--- src/hw/wake_media_pkg.sv ---
/*
  package for the wake-frame configuration and media status register bank.
  assumes a single core clock and a plain register port with byte data.
*/
package wake_media_pkg;

  // ------------------------------------------------------------
  // register map
  // ------------------------------------------------------------
  localparam logic [15:0] WAKE_FRAME_CONFIG_OFS = 16'h0136;
  localparam logic [15:0] MEDIA_STATE_OFS = 16'h0137;
  localparam logic [15:0] WAKE_IRQ_STATUS_OFS = 16'h0150;
  localparam logic [15:0] WAKE_IRQ_MASK_OFS = 16'h0151;

  // ------------------------------------------------------------
  // field positions
  // ------------------------------------------------------------
  localparam int BCAST_WAKE_BIT = 6;
  localparam int MCAST_WAKE_BIT = 5;
  localparam int UCAST_WAKE_BIT = 4;
  localparam int LONG_B_BIT = 1;
  localparam int LONG_A_BIT = 0;
  localparam int TX_PAUSE_EN_BIT = 7;
  localparam int RX_PAUSE_EN_BIT = 6;
  localparam int DUPLEX_BIT = 4;
  localparam int SPEED_BIT = 3;
  localparam int LINK_BIT = 2;
  localparam int TX_PAUSE_SENT_BIT = 1;
  localparam int RX_PAUSED_BIT = 0;
  localparam int AUTONEG_ON_BIT = 12;
  localparam int IRQ_WAKE_BIT = 0;
  localparam int IRQ_PAUSE_SENT_BIT = 2;
  localparam int IRQ_RESUME_SENT_BIT = 3;

  // ------------------------------------------------------------
  // reset values, config write mask and resume length
  // ------------------------------------------------------------
  localparam logic [7:0] WAKE_FRAME_CONFIG_RST = 8'h00;
  localparam logic [7:0] WAKE_CFG_WMASK = 8'h73;
  localparam logic [7:0] IRQ_MASK_RST = 8'h00;
  localparam logic [3:0] RESUME_CYCLES = 4'h8;

  // ------------------------------------------------------------
  // carriers
  // ------------------------------------------------------------
  typedef struct packed {
    logic [15:0] addr;
    logic [7:0] wdata;
    logic wr;
    logic rd;
  } reg_req_s;

  typedef struct packed {
    logic frame_ok;
    logic dest_bcast;
    logic mcast_hash_hit;
    logic dest_station;
    logic pattern_a_crc_ok;
    logic pattern_b_crc_ok;
  } rx_frame_s;

  typedef struct packed {
    logic link_up;
    logic speed_100;
    logic full_duplex;
    logic autoneg_on;
    logic partner_fly;
    logic pause_frame_sent;
    logic resume_frame_sent;
    logic rx_paused;
  } media_in_s;

  typedef enum logic [1:0] {
    RW_IDLE = 2'b00,
    RW_ARMED = 2'b01,
    RW_SIGNAL = 2'b11
  } rwake_e;

endpackage

--- src/hw/wake_filter_media_status.sv ---
/*
  wake-frame configuration and media status registers with wake decision,
  flow-control gating and remote wakeup signalling.
  assumes one core clock, synchronous inputs, and that the receive path,
  pattern matcher, phy and usb core sit outside and drive the inputs.
*/
`timescale 1ns/1ps
module wake_filter_media_status
  import wake_media_pkg::*;
(
  input wire logic clock,
  input wire logic rst_n,
  input wire logic [15:0] reg_addr,
  input wire logic [7:0] reg_wdata,
  input wire logic reg_wr,
  input wire logic reg_rd,
  output logic [7:0] reg_rdata,
  input wire logic rx_done,
  input wire logic rx_frame_ok,
  input wire logic rx_dest_bcast,
  input wire logic rx_mcast_hash_hit,
  input wire logic rx_dest_station,
  input wire logic rx_pattern_a_crc_ok,
  input wire logic rx_pattern_b_crc_ok,
  input wire logic phy_link_up,
  input wire logic phy_speed_100,
  input wire logic phy_full_duplex,
  input wire logic [15:0] phy_basic_ctrl,
  input wire logic partner_fly,
  input wire logic mac_pause_sent,
  input wire logic mac_resume_sent,
  input wire logic mac_rx_paused,
  input wire logic eeprom_load,
  input wire logic eeprom_tx_pause_en,
  input wire logic usb_set_remote_wake,
  input wire logic usb_clr_remote_wake,
  input wire logic usb_suspended,
  output logic [4:1] pattern_frame_off,
  output logic long_pattern_a_en,
  output logic long_pattern_b_en,
  output logic tx_flow_active,
  output logic rx_flow_active,
  output logic wake_event,
  output logic usb_resume,
  output logic irq
);

  // ------------------------------------------------------------
  // carriers
  // ------------------------------------------------------------
  reg_req_s req;
  rx_frame_s rxf;
  media_in_s med;

  assign req = '{addr: reg_addr, wdata: reg_wdata, wr: reg_wr, rd: reg_rd};
  assign rxf = '{frame_ok: rx_frame_ok, dest_bcast: rx_dest_bcast,
                 mcast_hash_hit: rx_mcast_hash_hit, dest_station: rx_dest_station,
                 pattern_a_crc_ok: rx_pattern_a_crc_ok,
                 pattern_b_crc_ok: rx_pattern_b_crc_ok};
  assign med = '{link_up: phy_link_up, speed_100: phy_speed_100,
                 full_duplex: phy_full_duplex, autoneg_on: phy_basic_ctrl[AUTONEG_ON_BIT],
                 partner_fly: partner_fly, pause_frame_sent: mac_pause_sent,
                 resume_frame_sent: mac_resume_sent, rx_paused: mac_rx_paused};

  // ------------------------------------------------------------
  // address decode
  // ------------------------------------------------------------
  logic sel_cfg;
  logic sel_media;
  logic sel_irq_st;
  logic sel_irq_mask;

  assign sel_cfg = (req.addr == WAKE_FRAME_CONFIG_OFS);
  assign sel_media = (req.addr == MEDIA_STATE_OFS);
  assign sel_irq_st = (req.addr == WAKE_IRQ_STATUS_OFS);
  assign sel_irq_mask = (req.addr == WAKE_IRQ_MASK_OFS);

  // ------------------------------------------------------------
  // wake frame configuration
  // ------------------------------------------------------------
  logic [7:0] wake_cfg_r;

  always_ff @(posedge clock or negedge rst_n)
  begin
    if (!rst_n)
      wake_cfg_r <= WAKE_FRAME_CONFIG_RST;
    else if (req.wr && sel_cfg)
      wake_cfg_r <= req.wdata & WAKE_CFG_WMASK;
  end

  logic bcast_wake_en;
  logic mcast_wake_en;
  logic ucast_wake_en;

  assign bcast_wake_en = wake_cfg_r[BCAST_WAKE_BIT];
  assign mcast_wake_en = wake_cfg_r[MCAST_WAKE_BIT];
  assign ucast_wake_en = wake_cfg_r[UCAST_WAKE_BIT];
  assign long_pattern_a_en = wake_cfg_r[LONG_A_BIT];
  assign long_pattern_b_en = wake_cfg_r[LONG_B_BIT];
  // long patterns take over the masks of frames 1 to 4
  assign pattern_frame_off[1] = long_pattern_a_en;
  assign pattern_frame_off[2] = long_pattern_a_en;
  assign pattern_frame_off[3] = long_pattern_b_en;
  assign pattern_frame_off[4] = long_pattern_b_en;

  // ------------------------------------------------------------
  // flow control enables
  // ------------------------------------------------------------
  logic tx_pause_en_r;
  logic rx_pause_en_r;
  logic tx_pause_wr_ok;

  // locked while the partner negotiates pause on the fly
  assign tx_pause_wr_ok = !(med.autoneg_on && med.partner_fly);

  always_ff @(posedge clock or negedge rst_n)
  begin
    if (!rst_n)
      tx_pause_en_r <= 1'b0;
    // eeprom load wins over a software write
    else if (eeprom_load)
      tx_pause_en_r <= eeprom_tx_pause_en;
    else if (req.wr && sel_media && tx_pause_wr_ok)
      tx_pause_en_r <= req.wdata[TX_PAUSE_EN_BIT];
  end

  always_ff @(posedge clock or negedge rst_n)
  begin
    if (!rst_n)
      rx_pause_en_r <= 1'b0;
    else if (req.wr && sel_media)
      rx_pause_en_r <= req.wdata[RX_PAUSE_EN_BIT];
  end

  assign tx_flow_active = tx_pause_en_r && med.full_duplex;
  assign rx_flow_active = rx_pause_en_r && med.full_duplex;

  // ------------------------------------------------------------
  // media status
  // ------------------------------------------------------------
  logic tx_pause_sent_r;

  always_ff @(posedge clock or negedge rst_n)
  begin
    if (!rst_n)
      tx_pause_sent_r <= 1'b0;
    else if (med.pause_frame_sent)
      tx_pause_sent_r <= 1'b1;
    else if (med.resume_frame_sent)
      tx_pause_sent_r <= 1'b0;
  end

  logic [7:0] media_rd;

  always_comb
  begin
    media_rd = 8'h00;
    media_rd[TX_PAUSE_EN_BIT] = tx_pause_en_r;
    media_rd[RX_PAUSE_EN_BIT] = rx_pause_en_r;
    media_rd[DUPLEX_BIT] = med.full_duplex;
    media_rd[SPEED_BIT] = med.speed_100;
    media_rd[LINK_BIT] = med.link_up;
    media_rd[TX_PAUSE_SENT_BIT] = tx_pause_sent_r;
    media_rd[RX_PAUSED_BIT] = med.rx_paused;
  end

  // ------------------------------------------------------------
  // wake decision
  // ------------------------------------------------------------
  logic remote_wake_armed_r;

  always_ff @(posedge clock or negedge rst_n)
  begin
    if (!rst_n)
      remote_wake_armed_r <= 1'b0;
    else if (usb_set_remote_wake)
      remote_wake_armed_r <= 1'b1;
    else if (usb_clr_remote_wake)
      remote_wake_armed_r <= 1'b0;
  end

  logic good_frame;
  logic wake_hit;

  assign good_frame = rx_done && rxf.frame_ok;
  always_comb
  begin
    wake_hit = 1'b0;
    if (bcast_wake_en && rxf.dest_bcast)
      wake_hit = 1'b1;
    if (mcast_wake_en && rxf.mcast_hash_hit)
      wake_hit = 1'b1;
    if (ucast_wake_en && rxf.dest_station)
      wake_hit = 1'b1;
    if (long_pattern_a_en && rxf.pattern_a_crc_ok)
      wake_hit = 1'b1;
    if (long_pattern_b_en && rxf.pattern_b_crc_ok)
      wake_hit = 1'b1;
  end

  logic wake_req;

  assign wake_req = good_frame && wake_hit && remote_wake_armed_r;

  always_ff @(posedge clock or negedge rst_n)
  begin
    if (!rst_n)
      wake_event <= 1'b0;
    else
      wake_event <= wake_req;
  end

  // ------------------------------------------------------------
  // remote wakeup resume
  // ------------------------------------------------------------
  rwake_e rw_state_r;
  rwake_e rw_state_nxt;
  logic [3:0] resume_cnt_r;

  always_comb
  begin
    rw_state_nxt = rw_state_r;
    case (rw_state_r)
      RW_IDLE:
        if (wake_req && usb_suspended)
          rw_state_nxt = RW_ARMED;
      RW_ARMED:
        if (!usb_suspended || !remote_wake_armed_r)
          rw_state_nxt = RW_IDLE;
        else
          rw_state_nxt = RW_SIGNAL;
      RW_SIGNAL:
        if (resume_cnt_r == 4'h1)
          rw_state_nxt = RW_IDLE;
      default:
        rw_state_nxt = RW_IDLE;
    endcase
  end

  always_ff @(posedge clock or negedge rst_n)
  begin
    if (!rst_n)
      rw_state_r <= RW_IDLE;
    else
      rw_state_r <= rw_state_nxt;
  end

  always_ff @(posedge clock or negedge rst_n)
  begin
    if (!rst_n)
      resume_cnt_r <= 4'h0;
    else if (rw_state_nxt == RW_SIGNAL && rw_state_r != RW_SIGNAL)
      resume_cnt_r <= RESUME_CYCLES;
    else if (rw_state_r == RW_SIGNAL)
      resume_cnt_r <= resume_cnt_r - 4'h1;
  end

  assign usb_resume = (rw_state_r == RW_SIGNAL);

  // ------------------------------------------------------------
  // interrupt status and mask
  // ------------------------------------------------------------
  logic [7:0] irq_mask_r;
  logic [7:0] irq_set;
  logic [7:0] irq_status;
  logic irq_clr;

  always_comb
  begin
    irq_set = 8'h00;
    irq_set[IRQ_WAKE_BIT] = wake_req;
    irq_set[IRQ_PAUSE_SENT_BIT] = med.pause_frame_sent;
    irq_set[IRQ_RESUME_SENT_BIT] = med.resume_frame_sent;
  end
  assign irq_clr = req.rd && sel_irq_st;

  // set wins over the read clear
  genvar gi;
  generate
    for (gi = 0; gi < 8; gi++)
    begin : g_flag
      sticky_flag u_flag
      (
        .clock(clock),
        .rst_n(rst_n),
        .set(irq_set[gi]),
        .clr(irq_clr),
        .flag_r(irq_status[gi])
      );
    end
  endgenerate

  always_ff @(posedge clock or negedge rst_n)
  begin
    if (!rst_n)
      irq_mask_r <= IRQ_MASK_RST;
    else if (req.wr && sel_irq_mask)
      irq_mask_r <= req.wdata;
  end

  assign irq = |(irq_status & irq_mask_r);

  // ------------------------------------------------------------
  // read data
  // ------------------------------------------------------------
  // read data stands one cycle, zero otherwise
  always_ff @(posedge clock or negedge rst_n)
  begin
    if (!rst_n)
      reg_rdata <= 8'h00;
    else if (req.rd)
    begin
      if (sel_cfg)
        reg_rdata <= wake_cfg_r;
      else if (sel_media)
        reg_rdata <= media_rd;
      else if (sel_irq_st)
        reg_rdata <= irq_status;
      else if (sel_irq_mask)
        reg_rdata <= irq_mask_r;
      else
        reg_rdata <= 8'h00;
    end
    else
      reg_rdata <= 8'h00;
  end

endmodule

--- src/hw/sticky_flag.sv ---
/*
  one sticky status flag: set wins over clear.
  assumes synchronous set and clear pulses on the core clock.
*/
`timescale 1ns/1ps
module sticky_flag
(
  input wire logic clock,
  input wire logic rst_n,
  input wire logic set,
  input wire logic clr,
  output logic flag_r
);

  // ------------------------------------------------------------
  // flag
  // ------------------------------------------------------------
  always_ff @(posedge clock or negedge rst_n)
  begin
    if (!rst_n)
      flag_r <= 1'b0;
    else if (set)
      flag_r <= 1'b1;
    else if (clr)
      flag_r <= 1'b0;
  end

endmodule

--- config.mk ---
export PLATFORM = sky130hd
export DESIGN_NAME = wake_filter_media_status
export DESIGN_NICKNAME = d
export VERILOG_FILES = /design/src/hw/wake_media_pkg.sv /design/src/hw/wake_filter_media_status.sv /design/src/hw/sticky_flag.sv
export SDC_FILE = /design/constraint.sdc
export NUM_CORES = 1
export LEC_CHECK = 0
export ABC_AREA = 1
export BUFFER_PORTS_ARGS = -buffer_cell sky130_fd_sc_hd__buf_2
export CORE_MARGIN = 1.5
export CORE_UTILIZATION = 48
export DETAILED_ROUTE_END_ITERATION = 10
export PLACE_DENSITY = 0.8
export SYNTH_ARGS = -nofsm -noshare
export SYNTH_HDL_FRONTEND = slang
export SYNTH_SLANG_ARGS = --single-unit
--- constraint.sdc ---
create_clock -name clock -period 1.5 [get_ports clock]
set_input_delay 0.3 -clock clock [delete_from_list [all_inputs] [get_ports clock]]
set_output_delay 0.3 -clock clock [all_outputs]
set_load 0.02 [all_outputs]
---- Word-level counts from Yosys, hierarchy flattened ----
Index checks and enable logic that the tools add are counted.
operators by class
  equality and inequality tests ........... 9
  magnitude comparators ................... 0
  reductions and logical operators ........ 31
  bitwise operators ....................... 1
  shifts and indexed selects .............. 0
  add/subtract/negate cells ............... 1
  muxes and demuxes ....................... 26
  divide/modulo/power cells ............... 0
  multipliers ............................. 0
operators with widths
  kind                                                                 count
  16-bit by 9-bit == test with 1-bit output (second input constant)    4
  8-bit 2-to-1 mux                                                     5
  1-bit logical AND                                                    18
  1-bit 2-to-1 mux                                                     15
  2-bit nonzero test                                                   7
  4-bit by 8-bit bitwise AND with 8-bit output                         1
  4-bit 2-to-1 mux                                                     2
  8-bit OR reduction                                                   1
  2-bit 2-to-1 mux                                                     3
  2-bit one-hot mux with 3 select lines                                1
  2-bit == test (second input constant)                                2
  4-bit by 1-bit == test with 1-bit output (second input constant)     1
  4-bit by 1-bit subtractor with 4-bit output (second input constant)  1
  1-bit zero test                                                      3
  2-bit by 1-bit == test with 1-bit output (second input constant)     1
  2-bit zero test                                                      1
  2-bit inequality test (second input constant)                        1
  1-bit logical OR                                                     1
word-level totals
  ROM bits ................................ 0
  register bits ........................... 35
  RAM bits ................................ 0
  bits in latches ......................... 0
  output and inout bits ................... 19
  memories kept ........................... 0
  word-level logic and storage cells ...... 81

---- Logic depth before layout (Yosys ltp) ----
  word-level depth ........................ 14
  mapped depth ............................ 10
  depth with buffers taken out ............ 10

---- Modules after synthesis ----
A second synthesis with hierarchy kept.
second synthesis, totals
  cells, all modules ...................... 295
  area total of the unflattened synthesis .. 2,274.7 µm²
by module, submodules not included
  module                    area an instance (µm²)  instances  cells an instance
  wake_filter_media_status  1,954.4                 1          255
  sticky_flag               40.0                    8          5

---- Least setup slack after synthesis ----
Ideal clock, no wire load.
  path type ............................... input-to-reg
  start ................................... in reg_addr[15]
  end ..................................... reg irq_mask_r[1]
  setup slack ............................. 281 ps
  stages .................................. 9
  path buffers ............................ 1
  setup time .............................. 117 ps
  arrival ................................. 1,102 ps
  path through ............................ nor2_1 > nand2_2 > inv_2 > nand3_4 > nor2_4 > nand2_2 > buf_6 > nand2_1 > o21ai_2
between the ends
  longest elaborated chain between the ends .. 2
ends and longest elaborated chain
  what                                       RTL line                         text
  from (decl)                                wake_filter_media_status.sv:13   input wire logic [15:0] reg_addr,
  16-bit by 9-bit == test with 1-bit output  wake_filter_media_status.sv:76   assign sel_irq_mask = (req.addr == WAKE_IRQ_MASK_OFS);
  1-bit logical AND                          wake_filter_media_status.sv:297  else if (req.wr && sel_irq_mask)
  to (signal assigned)                       wake_filter_media_status.sv:298  irq_mask_r <= req.wdata;
  to (decl)                                  wake_filter_media_status.sv:263  logic [7:0] irq_mask_r;
No other way between the ends.
A chain may end at the register's enable or synchronous reset.

---- Worst setup path in the final report ----
  start ................................... reg irq_mask_r[3]
  end ..................................... out irq
between the ends
  longest elaborated chain between the ends .. 2
ends and longest elaborated chain
  what                                          RTL line                         text
  4-bit by 8-bit bitwise AND with 8-bit output  wake_filter_media_status.sv:301  assign irq = |(irq_status & irq_mask_r);
  8-bit OR reduction                            wake_filter_media_status.sv:301
  to (decl)                                     wake_filter_media_status.sv:45   output logic irq
No other way between the ends.

==> impl_metrics.env <==
export IMPL_status="finished clean"
export IMPL_clkSinkCount=35
export IMPL_die_w_um=67.0
export IMPL_dieArea_mm2=0.00448
export IMPL_swShare_pct=22.2
export IMPL_required_ns=1.20
export IMPL_cts_root_buffer="clkbuf_8"
export IMPL_critPathArrivalTime_ns=1.12
export IMPL_fmaxAchievable_ghz=0.705
export IMPL_combPwrFrac_pct=8.2
export IMPL_path_buf_inv=2
export IMPL_drt_first_pass_iters=4
export IMPL_synth_area_leader_cell="dfrtp_1"
export IMPL_fin_setup_tns_ns=0
export IMPL_fillerInstances=365
export IMPL_cp_top_family="flip-flops"
export IMPL_drt_iter0_drc=60
export IMPL_gp_congestion=0.902
export IMPL_dpl_worst_slack_ns=0.0326
export IMPL_final_period_utilization_pct=94.6
export IMPL_grtUsageTotal_pct=21.9
export IMPL_p_per_area_mw_per_mm2=816
export IMPL_synth_xor_xnor_area_share_pct=0.446
export IMPL_synth_compound_area_share_pct=11.0
export IMPL_synth_area_mux_share_pct=0
export IMPL_fin_skew_ns=0.00418
export IMPL_ys_seq_elements=35
export IMPL_setup_violations_final=0
export IMPL_hold_buffers=0
export IMPL_antenna_found_initial=0
export IMPL_power_switching_mw=0.445
export IMPL_p_leak_nw=1.47
export IMPL_relSlewSlack_pct=71.5
export IMPL_maxCapViolCount=0
export IMPL_finalHoldViolCount=0
export IMPL_worst_path_max_delay_cell="dfrtp_1"
export IMPL_worst_setup_path_type="register to output pin"
export IMPL_grt_pass1_vias=1785
export IMPL_fin_area_mm2=0.00245
export IMPL_timing_final_ws_setup_ns=0.0807
export IMPL_ant_nets=0
export IMPL_power_frac_clock_pct=44.0
export IMPL_ys_warn_count=0
export IMPL_worst_path_max_fanout=2
export IMPL_synth_top_family_by_area="simple AND/OR/NAND/NOR gates"
export IMPL_synthSimpleGateAreaFrac_pct=30.2
export IMPL_synth_top_cells_by_area="dfrtp_1, nand2_1, inv_1"
export IMPL_remaining_drc_errors=0
export IMPL_period_needed_ns=1.42
export IMPL_h_tree_depth=2
export IMPL_worstPathCellList="inv_1 > o221ai_1 > buf_2"
export IMPL_drive_above_1_share_pct=33.6
export IMPL_layout_nets=382
export IMPL_syn_inst=246
export IMPL_overflow=0
export IMPL_hpwl_um=3230
export IMPL_pin_count=82
export IMPL_p_seq_share_pct=47.8
export IMPL_clock_latency_ns=0.29
export IMPL_synth_top_area_share_pct=44.6
export IMPL_area_growth_pct=24.8
export IMPL_grt_pass1_wl_um=7270
export IMPL_synth_fa_ha_area_share_pct=1.27
export IMPL_wl_per_cell_um=11.3
export IMPL_seq_area_frac_synth_pct=44.6
export IMPL_end_kind="output pin"
export IMPL_synth_net_count=311
export IMPL_placedInstanceArea_mm2=0.00233
export IMPL_p_int_mw=1.56
export IMPL_cts_resized=0
export IMPL_cts_buffers=5
export IMPL_critPathMaxStageDelay_ns=0.35
export IMPL_totalWireLength_um=4170
export IMPL_rsz0062_at_grt="false"
export IMPL_die_h_um=67.0
export IMPL_tightest_slew_ns=0.428
export IMPL_coreArea_mm2=0.00397
export IMPL_num_antenna_cells=0
export IMPL_ys_types=28
export IMPL_hold_worst_slack_ns=0.0232
export IMPL_postSynthAreaPerCell_um2=7.99
export IMPL_vias=1790
export IMPL_clk_pin_slew_worst_paths_ns=0.07
export IMPL_cp_start_kind="register"
export IMPL_min_path_type="input port to asynchronous set/reset pin"
export IMPL_maxSlewViolCount=0
export IMPL_syn_area_mm2=0.00196
export IMPL_portBuffers=66
export IMPL_total_power_mw=2.00
export IMPL_grt_max_degree=36
export IMPL_cts_path_max_buffers=2
export IMPL_cts_tree="yes"
export IMPL_rows=23
export IMPL_start_util_pct=49.5
export IMPL_viasPerCell=4.86
export IMPL_cts_setup_buffers=0
export IMPL_irDropWorstVdd_v=0.000820
## Yosys cell counts (all sizes together)
cell and instances:
o21ai 24, nor2 21, dfrtp 35, clkinv 1, a21oi 7, inv 49
nand3 25, nand4 4, nor3 1, nand2 65, ha 2, o221ai 1
xor2 1, o2111ai 1, a31oi 1, buf 6, o21bai 2
## per-layer routing
layer  GRT usage (%)  part of all wire (%)  vias to the layer above
li1                -                     -                      911
met1            25.7                    43                      820
met2            37.9                    49                       50
met3            5.07                   4.9                        9
met4            9.44                   2.3                        0
met5               0                     0                        -
## area by class of cell
type                       instances  area, um2  area share (%)
clock buffer                       6       82.6            3.37
clock inverter                     2       35.0            1.43
tap                               50       62.6            2.55
multi-input combinational        155        843            34.4
timing repair buffer              70        360            14.7
inverter                          50        193            7.86
sequential                        35        876            35.7
## power by group through the flow
stage	registers (mW)	logic, mW	clock network [mW]
after global placement	0.974	0.162	0
after global routing	0.956	0.191	0.929
after CTS	0.956	0.167	0.898
after floorplan	0.972	0.0653	0
after detailed placement	0.974	0.166	0
final	0.956	0.164	0.881
## worst paths after layout
check	start	cells after the start	endpoint	slack (ns)
setup / recovery	irq_mask_r[3]	3	irq	0.08
hold / removal	rst_n	2	resume_cnt_r[2]	0.02
setup reg to reg	wake_cfg_r[5]	8	rw_state_r[0]	0.27
hold reg to reg	irq_mask_r[2]	2	irq_mask_r[2]	0.47
max in group asynchronous	rst_n	2	irq_mask_r[3]	1.17
min in group clock	usb_clr_remote_wake	2	remote_wake_armed_r	0.18
## sequential cells by signal, summed over array words and instances (netlist names)
name / count
resume_cnt_r: 4
rw_state_r: 2
wake_cfg_r: 5
remote_wake_armed_r: 1
rx_pause_en_r: 1
wake_event: 1
g_flag.u_flag.flag_r: 3
irq_mask_r: 8
tx_pause_sent_r: 1
reg_rdata: 8
tx_pause_en_r: 1
## metrics by stage
stage / cells / utilization (%)
2_1_floorplan: 246 / -
6_report: 368 / 61.8
4_1_cts: 368 / 61.8
5_1_grt: 368 / 61.8
3_3_place_gp: 360 / 58.8
3_5_place_dp: 360 / 58.8
## cells by family after synthesis
kind of cell,Yosys count
simple gates,116
buf+inv,56
compound gates,36
flops,35
fa+ha+maj,2
xor+xnor,1
## placed cells by master (no fill, tap or decap), drive strengths merged
cell and instances:
nor2 21, bufinv 1, a21oi 7, ha 2
inv 49, o21ai 24, xor2 1, clkinv 2
nand3 25, o221ai 1, o21bai 2, dfrtp 35
a31oi 1, nand4 4, buf 70, clkbuf 6
o2111ai 1, nor3 1, nand2 65
No activity file was read; power rests on OpenSTA's default activity.
